## config.mk

```make
export PLATFORM = sky130hd
export DESIGN_NAME = tsi_i2c_slave
export DESIGN_NICKNAME = d
export VERILOG_FILES = /design/src/tsi_pkg.sv /design/src/tsi_stream_if.sv /design/src/tsi_i2c_slave.sv /design/src/tsi_sync.sv /design/src/tsi_fifo.sv
export SDC_FILE = /design/constraint.sdc
export NUM_CORES = 1
export LEC_CHECK = 0
export ABC_AREA = 0
export ABC_CLOCK_PERIOD_IN_PS = 6650
export BUFFER_PORTS_ARGS = -buffer_cell sky130_fd_sc_hd__buf_2
export CORE_MARGIN = 1
export CORE_UTILIZATION = 25
export CTS_BUF_LIST = sky130_fd_sc_hd__clkbuf_4 sky130_fd_sc_hd__clkbuf_8
export DETAILED_ROUTE_END_ITERATION = 12
export PLACE_DENSITY_LB_ADDON = 0.25
export REMOVE_ABC_BUFFERS = 1
export SKIP_CTS_REPAIR_TIMING = 1
export SLEW_MARGIN = 10
export SYNTH_ARGS = -nofsm -noshare
export SYNTH_HDL_FRONTEND = slang
export SYNTH_SLANG_ARGS = --single-unit
```

## constraint.sdc

```tcl
create_clock -name clk -period 6.65 [get_ports clk]
set_input_delay 0.665 -clock clk [delete_from_list [all_inputs] [get_ports clk]]
set_output_delay 0.665 -clock clk [all_outputs]
set_load 0.02 [all_outputs]
```

## src/tsi_pkg.sv

```systemverilog
/*
  Shared constants and types for the touch-expander serial register port:
  bus addresses, strap encodings, timing figures and engine states.
  Assumes a single 125 MHz clock domain inside the port.
*/
//
// Contract
// [RULE1] latch interface strap in reset: 0 two-wire
// [RULE2] answer 0x82 or 0x88 per address strap
// [RULE3] direction bit one reads, zero writes
// [RULE4] matching address is acknowledged in ninth bit
// [RULE5] mismatch releases bus until next start
// [RULE6] start is data falling while clock high
// [RULE7] ignore everything not preceded by start
// [RULE8] stop is data rising while clock high
// [RULE9] stop after unacknowledged read returns idle
// [RULE10] stop ends write, no further writes
// [RULE11] transmitter releases, receiver acknowledges ninth bit
// [RULE12] declining receiver leaves data high
// [RULE13] sample data on each clock rising edge
// [RULE14] master changes data only while clock low
// [RULE15] read: write address, restart, read, stop
// [RULE16] reads continue, pointer advances in range
// [RULE17] write: start, address, register, data, stop
// [RULE18] writes increment only in auto-increment range
// [RULE19] non-incrementing range keeps pointer fixed
// [RULE20] works at 100 and 400 kbit rates
// [RULE21] pointer wraps past last address to zero
// [RULE22] master not acknowledging read ends to idle
// [RULE23] synchronise bus lines, detect edges internally
// [RULE24] first write byte loads the register pointer
package tsi_pkg;

  // bus addresses, 8-bit form with direction bit clear
  localparam logic [7:0] DEV_ADDR_A0   = 8'h82;
  localparam logic [7:0] DEV_ADDR_A1   = 8'h88;
  localparam logic       RW_READ       = 1'b1;
  localparam logic       STRAP_TWOWIRE = 1'b0;

  // register pointer
  localparam int         BYTE_W        = 8;
  localparam logic [7:0] PTR_RESET     = 8'h00;
  localparam logic [7:0] PTR_WRAP      = 8'h00;
  localparam logic [2:0] BIT_LAST      = 3'h7;

  // write stream: pointer in the upper byte, data in the lower
  localparam int         WR_WORD_W     = 2 * BYTE_W;
  localparam int         FIFO_DEPTH    = 32;

  // timing
  localparam int         CLK_PERIOD_NS = 8;
  localparam int         SCL_STD_KBPS  = 100;
  localparam int         SCL_FAST_KBPS = 400;
  localparam int         T_HIGH_NS     = 600;
  localparam int         T_SU_DAT_NS   = 100;
  localparam int         T_HIGH_CYC    = (T_HIGH_NS + CLK_PERIOD_NS - 1) / CLK_PERIOD_NS;
  localparam int         T_SU_DAT_CYC  = (T_SU_DAT_NS + CLK_PERIOD_NS - 1) / CLK_PERIOD_NS;
  localparam int         SYNC_LAT_CYC  = 3;

  typedef enum logic [2:0] {
    ST_IDLE, ST_RX, ST_ACK, ST_TX, ST_MACK, ST_IGNORE
  } tsi_state_t;

  typedef enum logic [1:0] {
    K_DEV, K_REG, K_DATA
  } tsi_kind_t;

endpackage

```

## src/tsi_stream_if.sv

```systemverilog
/*
  Valid/ready stream carrying register write words between the
  slave engine and its write buffer.
  Assumes both ends sit on the same clock.
*/
`timescale 1ns/1ps
interface tsi_stream_if #(parameter int W = 16);
  logic         valid;
  logic         ready;
  logic [W-1:0] data;

  modport src (output valid, output data, input ready);
  modport snk (input valid, input data, output ready);
endinterface

```

## src/tsi_i2c_slave.sv

```systemverilog
/*
  Two-wire slave port of the touch expander: strap capture, start/stop
  detection, address match, acknowledge, random and sequential register
  reads and writes with pointer auto-increment and wrap.
  Assumes a register file outside: it answers reg_rd_data for
  reg_rd_addr combinationally and drains the write stream.
  Bus pins are open drain, resolved by the surroundings.
*/
`timescale 1ns/1ps
module tsi_i2c_slave
  import tsi_pkg::*;
#(
  parameter logic [7:0] LAST_REG_ADDR = 8'hff,
  parameter logic [7:0] NOINC_LO      = 8'hff,
  parameter logic [7:0] NOINC_HI      = 8'h00,
  parameter int         WR_DEPTH      = FIFO_DEPTH
) (
  // clock and reset
  input  wire logic        clk,
  input  wire logic        srst,
  // reset straps
  input  wire logic        iface_mode_strap,
  input  wire logic        bus_address_strap,
  output logic             spi_selected,
  // bus clock pin
  input  wire logic        scl_level,
  output logic             scl_value,
  output logic             scl_oe,
  // bus data pin
  input  wire logic        serial_data_line_level,
  output logic             serial_data_line_value,
  output logic             serial_data_line_oe,
  // register read port
  output logic [7:0]       reg_rd_addr,
  output logic             reg_rd_strobe,
  input  wire logic [7:0]  reg_rd_data,
  // register write stream
  output logic             wr_valid,
  input  wire logic        wr_ready,
  output logic [7:0]       wr_addr,
  output logic [7:0]       wr_data
);

  // edges must be seen well inside the shortest clock high time
  if (SYNC_LAT_CYC >= T_HIGH_CYC || SYNC_LAT_CYC >= T_SU_DAT_CYC) begin : g_bad_rate // RULE20
    $error("clock too slow for fast-mode bus");
  end

  // synchronised pins
  logic [3:0] pins_s;
  wire        mode_s;
  wire        addr_s;
  wire        scl_s;
  wire        sda_s;

  tsi_sync #(.WIDTH(4)) u_sync (
    .clk  (clk),
    .din  ({iface_mode_strap, bus_address_strap, scl_level, serial_data_line_level}),
    .dout (pins_s)
  ); // RULE23
  assign {mode_s, addr_s, scl_s, sda_s} = pins_s;

  // state
  tsi_state_t st_r, st_nxt;
  tsi_kind_t  kind_r, kind_nxt;
  logic [2:0] bitcnt_r, bitcnt_nxt;
  logic [7:0] rx_sh_r, rx_sh_nxt;
  logic [7:0] tx_sh_r, tx_sh_nxt;
  logic [7:0] ptr_r, ptr_nxt;
  logic [7:0] wbyte_r, wbyte_nxt;
  logic       sda_oe_r, sda_oe_nxt;
  logic       ack_on_r, ack_on_nxt;
  logic       rw_r, rw_nxt;
  logic       inc_en_r, inc_en_nxt;
  logic       pend_r, pend_nxt;
  logic       mack_ok_r, mack_ok_nxt;
  logic       rd_stb_nxt;
  logic       rd_stb_r;
  logic       load_tx;
  logic       spi_sel_r;
  logic       addr_sel_r;
  logic       scl_prev_r;
  logic       sda_prev_r;

  // write buffer
  tsi_stream_if #(.W(WR_WORD_W)) s_in ();
  tsi_stream_if #(.W(WR_WORD_W)) s_out ();

  tsi_fifo #(.WIDTH(WR_WORD_W), .DEPTH(WR_DEPTH)) u_fifo (
    .clk     (clk),
    .srst    (srst),
    .wr_side (s_in),
    .rd_side (s_out)
  );

  assign s_in.valid  = pend_r;
  assign s_in.data   = {ptr_r, wbyte_r};
  assign wr_valid    = s_out.valid;
  assign s_out.ready = wr_ready;
  assign wr_addr     = s_out.data[WR_WORD_W-1:BYTE_W];
  assign wr_data     = s_out.data[BYTE_W-1:0];

  // line events, both lines delayed alike so their order holds
  wire scl_rise  = scl_s & ~scl_prev_r; // RULE23
  wire scl_fall  = ~scl_s & scl_prev_r;
  wire start_det = scl_s & scl_prev_r & sda_prev_r & ~sda_s; // RULE6
  wire stop_det  = scl_s & scl_prev_r & ~sda_prev_r & sda_s; // RULE8
  wire i2c_on    = (spi_sel_r == STRAP_TWOWIRE);

  // decode of the byte completing on this rising edge
  wire [7:0] dev_addr  = addr_sel_r ? DEV_ADDR_A1 : DEV_ADDR_A0; // RULE2
  wire [7:0] rx_byte   = {rx_sh_r[6:0], sda_s}; // RULE13
  wire       byte_done = (st_r == ST_RX) && scl_rise && (bitcnt_r == BIT_LAST);
  wire       addr_match = (rx_byte[7:1] == dev_addr[7:1]);
  wire       in_noinc  = (rx_byte >= NOINC_LO) && (rx_byte <= NOINC_HI);
  wire [7:0] ptr_inc   = (ptr_r == LAST_REG_ADDR) ? PTR_WRAP : ptr_r + 8'h01; // RULE21
  wire       push      = s_in.valid & s_in.ready;

  // next state of the slave engine
  always_comb begin
    st_nxt      = st_r;
    kind_nxt    = kind_r;
    bitcnt_nxt  = bitcnt_r;
    rx_sh_nxt   = rx_sh_r;
    tx_sh_nxt   = tx_sh_r;
    ptr_nxt     = ptr_r;
    wbyte_nxt   = wbyte_r;
    sda_oe_nxt  = sda_oe_r;
    ack_on_nxt  = ack_on_r;
    rw_nxt      = rw_r;
    inc_en_nxt  = inc_en_r;
    pend_nxt    = pend_r;
    mack_ok_nxt = mack_ok_r;
    rd_stb_nxt  = 1'b0;
    load_tx     = 1'b0;
    // pending write enters the buffer, pointer moves only in increment ranges
    if (push) begin
      pend_nxt = 1'b0;
      if (inc_en_r) begin
        ptr_nxt = ptr_inc; // RULE18
      end
    end
    if (!i2c_on) begin
      st_nxt     = ST_IDLE; // RULE1
      sda_oe_nxt = 1'b0;
    end else if (start_det) begin
      st_nxt      = ST_RX; // RULE7
      kind_nxt    = K_DEV;
      bitcnt_nxt  = '0;
      sda_oe_nxt  = 1'b0;
      ack_on_nxt  = 1'b0;
      mack_ok_nxt = 1'b0;
    end else if (stop_det) begin
      st_nxt      = ST_IDLE; // RULE8 RULE9 RULE10
      sda_oe_nxt  = 1'b0;
      ack_on_nxt  = 1'b0;
      mack_ok_nxt = 1'b0;
    end else begin
      case (st_r)
        ST_RX: begin
          if (scl_rise) begin
            rx_sh_nxt  = rx_byte; // RULE13 RULE14
            bitcnt_nxt = bitcnt_r + 3'h1;
            if (bitcnt_r == BIT_LAST) begin
              st_nxt = ST_ACK;
              case (kind_r)
                K_DEV: begin
                  rw_nxt = (rx_byte[0] == RW_READ); // RULE3
                  if (!addr_match) begin
                    st_nxt = ST_IGNORE; // RULE5
                  end
                end
                K_REG: begin
                  ptr_nxt    = rx_byte; // RULE24
                  inc_en_nxt = ~in_noinc; // RULE18 RULE19
                end
                default: begin
                  wbyte_nxt = rx_byte;
                  pend_nxt  = 1'b1;
                end
              endcase
            end
          end
        end
        ST_ACK: begin
          if (scl_fall) begin
            if (!ack_on_r) begin
              ack_on_nxt = 1'b1;
              sda_oe_nxt = 1'b1; // RULE4 RULE11
            end else if (!pend_r) begin
              ack_on_nxt = 1'b0;
              sda_oe_nxt = 1'b0;
              bitcnt_nxt = '0;
              if (kind_r == K_DEV && rw_r) begin
                load_tx = 1'b1; // RULE15
              end else begin
                st_nxt   = ST_RX; // RULE17
                kind_nxt = (kind_r == K_DEV) ? K_REG : K_DATA;
              end
            end
          end
        end
        ST_TX: begin
          if (scl_fall) begin
            if (bitcnt_r == BIT_LAST) begin
              st_nxt     = ST_MACK;
              sda_oe_nxt = 1'b0; // RULE11
            end else begin
              tx_sh_nxt  = {tx_sh_r[6:0], 1'b0};
              sda_oe_nxt = ~tx_sh_r[6];
              bitcnt_nxt = bitcnt_r + 3'h1;
            end
          end
        end
        ST_MACK: begin
          if (scl_rise) begin
            if (sda_s) begin
              st_nxt = ST_IDLE; // RULE12 RULE22
            end else begin
              mack_ok_nxt = 1'b1;
              if (inc_en_r) begin
                ptr_nxt = ptr_inc; // RULE16 RULE21
              end
            end
          end else if (scl_fall && mack_ok_r) begin
            mack_ok_nxt = 1'b0;
            bitcnt_nxt  = '0;
            load_tx     = 1'b1; // RULE16
          end
        end
        default: begin
          st_nxt = st_r;
        end
      endcase
    end
    // first bit goes out on the same falling edge that ends the ack
    if (load_tx) begin
      st_nxt     = ST_TX;
      tx_sh_nxt  = reg_rd_data;
      sda_oe_nxt = ~reg_rd_data[7];
      rd_stb_nxt = 1'b1;
    end
  end

  // straps are caught by the clock while reset is held
  always_ff @(posedge clk) begin
    if (srst) begin
      spi_sel_r  <= mode_s; // RULE1
      addr_sel_r <= addr_s; // RULE2
    end
  end

  // line history, idle bus is high
  always_ff @(posedge clk) begin
    if (srst) begin
      scl_prev_r <= 1'b1;
      sda_prev_r <= 1'b1;
    end else begin
      scl_prev_r <= scl_s;
      sda_prev_r <= sda_s;
    end
  end

  // engine registers
  always_ff @(posedge clk) begin
    if (srst) begin
      st_r      <= ST_IDLE;
      kind_r    <= K_DEV;
      bitcnt_r  <= '0;
      rx_sh_r   <= '0;
      tx_sh_r   <= '0;
      ptr_r     <= PTR_RESET;
      wbyte_r   <= '0;
      sda_oe_r  <= 1'b0;
      ack_on_r  <= 1'b0;
      rw_r      <= 1'b0;
      inc_en_r  <= 1'b0;
      pend_r    <= 1'b0;
      mack_ok_r <= 1'b0;
      rd_stb_r  <= 1'b0;
    end else begin
      st_r      <= st_nxt;
      kind_r    <= kind_nxt;
      bitcnt_r  <= bitcnt_nxt;
      rx_sh_r   <= rx_sh_nxt;
      tx_sh_r   <= tx_sh_nxt;
      ptr_r     <= ptr_nxt;
      wbyte_r   <= wbyte_nxt;
      sda_oe_r  <= sda_oe_nxt;
      ack_on_r  <= ack_on_nxt;
      rw_r      <= rw_nxt;
      inc_en_r  <= inc_en_nxt;
      pend_r    <= pend_nxt;
      mack_ok_r <= mack_ok_nxt;
      rd_stb_r  <= rd_stb_nxt;
    end
  end

  // pins: open drain, only ever pull low
  // clock is stretched while a full buffer holds the acked byte
  assign scl_value              = 1'b0;
  assign scl_oe                 = pend_r & ack_on_r;
  assign serial_data_line_value = 1'b0;
  assign serial_data_line_oe    = sda_oe_r;
  assign spi_selected           = spi_sel_r;
  assign reg_rd_addr            = ptr_r;
  assign reg_rd_strobe          = rd_stb_r;
endmodule

```

## src/tsi_sync.sv

```systemverilog
/*
  Two-flop synchronisers, one per bit, for pins from outside the clock.
  Assumes inputs are slow levels; no reset so straps pass during reset.
*/
`timescale 1ns/1ps
module tsi_sync #(
  parameter int WIDTH = 4
) (
  // clock
  input  wire logic             clk,
  // asynchronous levels and their synchronised copies
  input  wire logic [WIDTH-1:0] din,
  output logic      [WIDTH-1:0] dout
);

  // a zero-width bank would leave the pins unsampled
  if (WIDTH < 1) begin : g_bad_width
    $error("synchroniser needs at least one bit");
  end

  logic [WIDTH-1:0] meta_r;

  // first flop feeds only the second
  for (genvar i = 0; i < WIDTH; i++) begin : g_bit
    always_ff @(posedge clk) begin
      meta_r[i] <= din[i];
      dout[i]   <= meta_r[i];
    end
  end

endmodule

```

## src/tsi_fifo.sv

```systemverilog
/*
  Register-write buffer: first-word-fall-through FIFO of WIDTH x DEPTH.
  Assumes DEPTH a power of two; synchronous active-high reset.
*/
`timescale 1ns/1ps
module tsi_fifo #(
  parameter int WIDTH = 16,
  parameter int DEPTH = 32
) (
  // clock and reset
  input  wire logic  clk,
  input  wire logic  srst,
  // fill and drain sides
  tsi_stream_if.snk  wr_side,
  tsi_stream_if.src  rd_side
);

  localparam int AW = $clog2(DEPTH);

  if (DEPTH < 2 || (DEPTH & (DEPTH - 1)) != 0) begin : g_bad_depth
    $error("fifo depth must be a power of two");
  end

  logic [WIDTH-1:0] mem [DEPTH];
  logic [AW:0]      wp_r;
  logic [AW:0]      rp_r;
  wire              full;
  wire              empty;
  wire              wr_en;
  wire              rd_en;

  // extra pointer bit tells full from empty
  assign full          = (wp_r[AW] != rp_r[AW]) && (wp_r[AW-1:0] == rp_r[AW-1:0]);
  assign empty         = (wp_r == rp_r);
  assign wr_side.ready = ~full;
  assign rd_side.valid = ~empty;
  assign rd_side.data  = mem[rp_r[AW-1:0]];
  assign wr_en         = wr_side.valid & ~full;
  assign rd_en         = rd_side.valid & rd_side.ready;

  // pointers
  always_ff @(posedge clk) begin
    if (srst) begin
      wp_r <= '0;
      rp_r <= '0;
    end else begin
      if (wr_en) wp_r <= wp_r + 1'b1;
      if (rd_en) rp_r <= rp_r + 1'b1;
    end
  end

  // storage carries no reset to stay a plain memory
  always_ff @(posedge clk) begin
    if (wr_en) mem[wp_r[AW-1:0]] <= wr_side.data;
  end

endmodule

```

==> impl_results.md <==
* Syn_area_per_cell at 19.06 µm²
* Worst-margin pin slew at between 1000 and 1500 ps
* Final Power at 7.230 mW
* Critical path's slowest cell: dfxtp_4
* Slew Limit Fails at 0
* Initial antenna violation count at 2
* Synth Flop Type: edfxtp_1
* Register area share after synthesis at 0.7199
* R2R cell count at 6
* Clock skew at about 43 ps
* Total I/O pin count at 46
* Reg-to-reg endpoint: tx_sh_r[5]
* Iteration-0 DRC Markers at slightly below 900
* Share of layout cells above drive strength 1 at 0.3317
* Sw Pwr at approximately 1.6 mW
* Maxcap violations at 0
* Final period util at 0.6636
* Initial Utilization at 0.2542
* Vias at approximately 12,000
* CP startpoint kind: flip-flop
* Total GRT Usage at 0.1271
* Final hold violation count at 0
* # nets final at approximately 1,400
* Main area contributors after synthesis: edfxtp_1 66%, mux4_2 15%, dfxtp_1 6.1%
* CTS Buf Count at 96
* Largest net degree at the start of global routing at between 70 and 80
* Buf/Inv on CP at 2
* Clock power frac at 0.426
* Critical path endpoint category: output port
* Peak supply drop at around 0.14 mV
* Cell type with the highest aggregate area in the netlist: edfxtp_1
* DP Wirelength at about 32,000 µm
* Initial DRT Pass Iterations at 5
* Lkg Pwr at about 8.4 nW
* Cells along the critical path: buf_12 -> mux4_2 -> mux4_2 -> mux2_2 -> buf_2
* YS warnings at 0
* Clk_lat worst skew at about 730 ps
* Number of H-tree levels at 3
* Synth cell types at between 60 and 70
* CTS clk-pin slew, worst paths at roughly 60 ps
* DR DRC count at 0
* Row count at 111
* Crit-path max cell delay at 720 ps
* Setup TNS at 0 ps
* Routed vias/inst at approximately 4.5
* Post-route minimum period at roughly 4400 ps
* Synth top area share at 0.6584
* # clock sinks at roughly 590
* Chip width at around 310 µm
* Switching part of the total power at 0.2242
* Clock tree from TritonCTS: yes
* Global route overflow at 0
* Max_slew headroom at 0.1913
* Die ar. at approximately 95,000 µm²
* Critical path type: reg2out
* Most used cell, CP: mux4_2
* PortBufs at 43
* Comb pwr share at 0.020
* Cells after Synth at about 1,200
* Data required, critical path at 5980 ps
* Slack of the worst reg-to-reg path at 3260 ps
* RSZ-0062 raised after global routing: false
* Mapped Area at 23,440 µm²
* Area delta synth->final at 16.04%
* P_int at 5.609 mW
* FF+latch count, synth at 586
* Pwr dens at about 270 nW/µm²
* WP depth at 5
* Post-Route WL at 59,840 µm
* Hold/Removal Path Class: in2reg
* Synth async-reset ratio at 0
* Status: completed
* Worst setup endpoint: wr_addr[3]
* Core area at between 90,000 and 100,000 µm²
* Post-synth top cells: 514 x edfxtp_1, 160 x mux4_2, 87 x nor2_1, 72 x dfxtp_1, 39 x nand2_1
* Final setup violation count at 0
* Avg WL per Cell at approximately 22 µm
* Delay-heaviest family, CP: multiplexers
* GP Congestion at 0.7035
* Sequential power share at 0.554
* Critical path arrival at between 3000 and 4000 ps
* Number of global-route vias before repair at between 10,000 and 15,000
* F_max at 226.6 MHz
* First-pass GRT wire length at between 80,000 and 90,000 µm
* Clock buffer depth at 3
* Root Driver: clkbuf_8
* R2R Path Start: st_r[2]
* Top-count cell post-synth: edfxtp_1
* Routed Antenna Nets at 0
* Die height at just over 300 µm
* Post-synth EDFFs at between 500 and 600
* Crit path max fanout at a little over 70
-- power by group through the flow --
stage          clock (mW)  sequential [mW]  combinational (mW)
2_1_floorplan           0             4.10              0.0584
3_3_place_gp            0             4.08               0.142
3_5_place_dp            0             4.08               0.147
4_1_cts              3.18             4.00               0.148
5_1_grt              3.32             4.00               0.163
6_report             3.08             4.00               0.145
-- kinds of logic after synthesis --
group	share of synthesized area
AOI/OAI and AO/OA	0.02685
xor gates and xnor gates	0.009340
adders and majority gates	0.004270
buffers and inverters	0.01724
DFF	0.7199
muxes	0.1741
other	0.0001600
and+or+nand+nor	0.04819
-- cell type report --
class	count	area, µm²
tap	1243	1555
antenna	3	7.507
clock inverter	48	260.3
inverter	11	41.29
fill	9079	65010
clock buffer	127	1598
timing repair buffer	89	585.6
multi-input combinational	559	6267
sequential	586	16890
-- layer usage --
metal / wire length, µm / track usage / vias to the layer above
li1: - / - / 5235
met1: 28290 / 0.1792 / 6292
met2: 27290 / 0.1948 / 306
met3: 2983 / 0.02797 / 100
met4: 1279 / 0.03830 / 0
met5: 0 / 0 / -
-- registers in the layout (all words and copies together) (netlist names), 2 cells and up, named ones only --
register and flops:
u_fifo.mem 512, u_sync.meta_r 4, reg_rd_addr 8, kind_r 2, wbyte_r 8, rx_sh_r 7, u_fifo.wp_r 6, bitcnt_r 3
tx_sh_r 7, u_fifo.rp_r 6, st_r 3, u_sync.dout 4
-- through the flow --
stage,setup WS [ps],area [µm²],instances,utilization,hold WS [ps]
after floorplan,-748.0,23080,1156,-,309.6
after global placement,2839,25340,2488,0.2747,311.0
after detailed placement,2836,25340,2488,0.2747,312.1
after CTS,2095,27190,2663,0.2949,8.792
after global routing,1988,27200,2665,0.2950,22.64
final,2237,27200,2666,0.2950,77.22
-- layout by cell type (no fill, tap or decap), types with 24 or more instances in the layout --
master	netlist	final
nand3_1	27	27
mux4_2	160	160
nor2_1	87	55
nor2_2	0	28
a21oi_1	24	24
buf_2	20	43
clkbuf_8	0	103
clkbuf_4	0	24
dfxtp_1	72	66
edfxtp_1	514	514
nand2_1	39	39
clkinv_1	0	30
buf_4	15	44
-- worst min path at each step --
stage	to	from	cells after the start
after floorplan	u_sync.dout[0]	u_sync.meta_r[0]	0
after global placement	u_sync.dout[1]	u_sync.meta_r[1]	0
after detailed placement	u_sync.dout[0]	u_sync.meta_r[0]	0
after CTS	u_sync.meta_r[3]	iface_mode_strap	1
after global routing	u_sync.meta_r[3]	iface_mode_strap	1
final	u_sync.meta_r[3]	iface_mode_strap	1
Note: power is estimated with default switching activity, not from simulation.
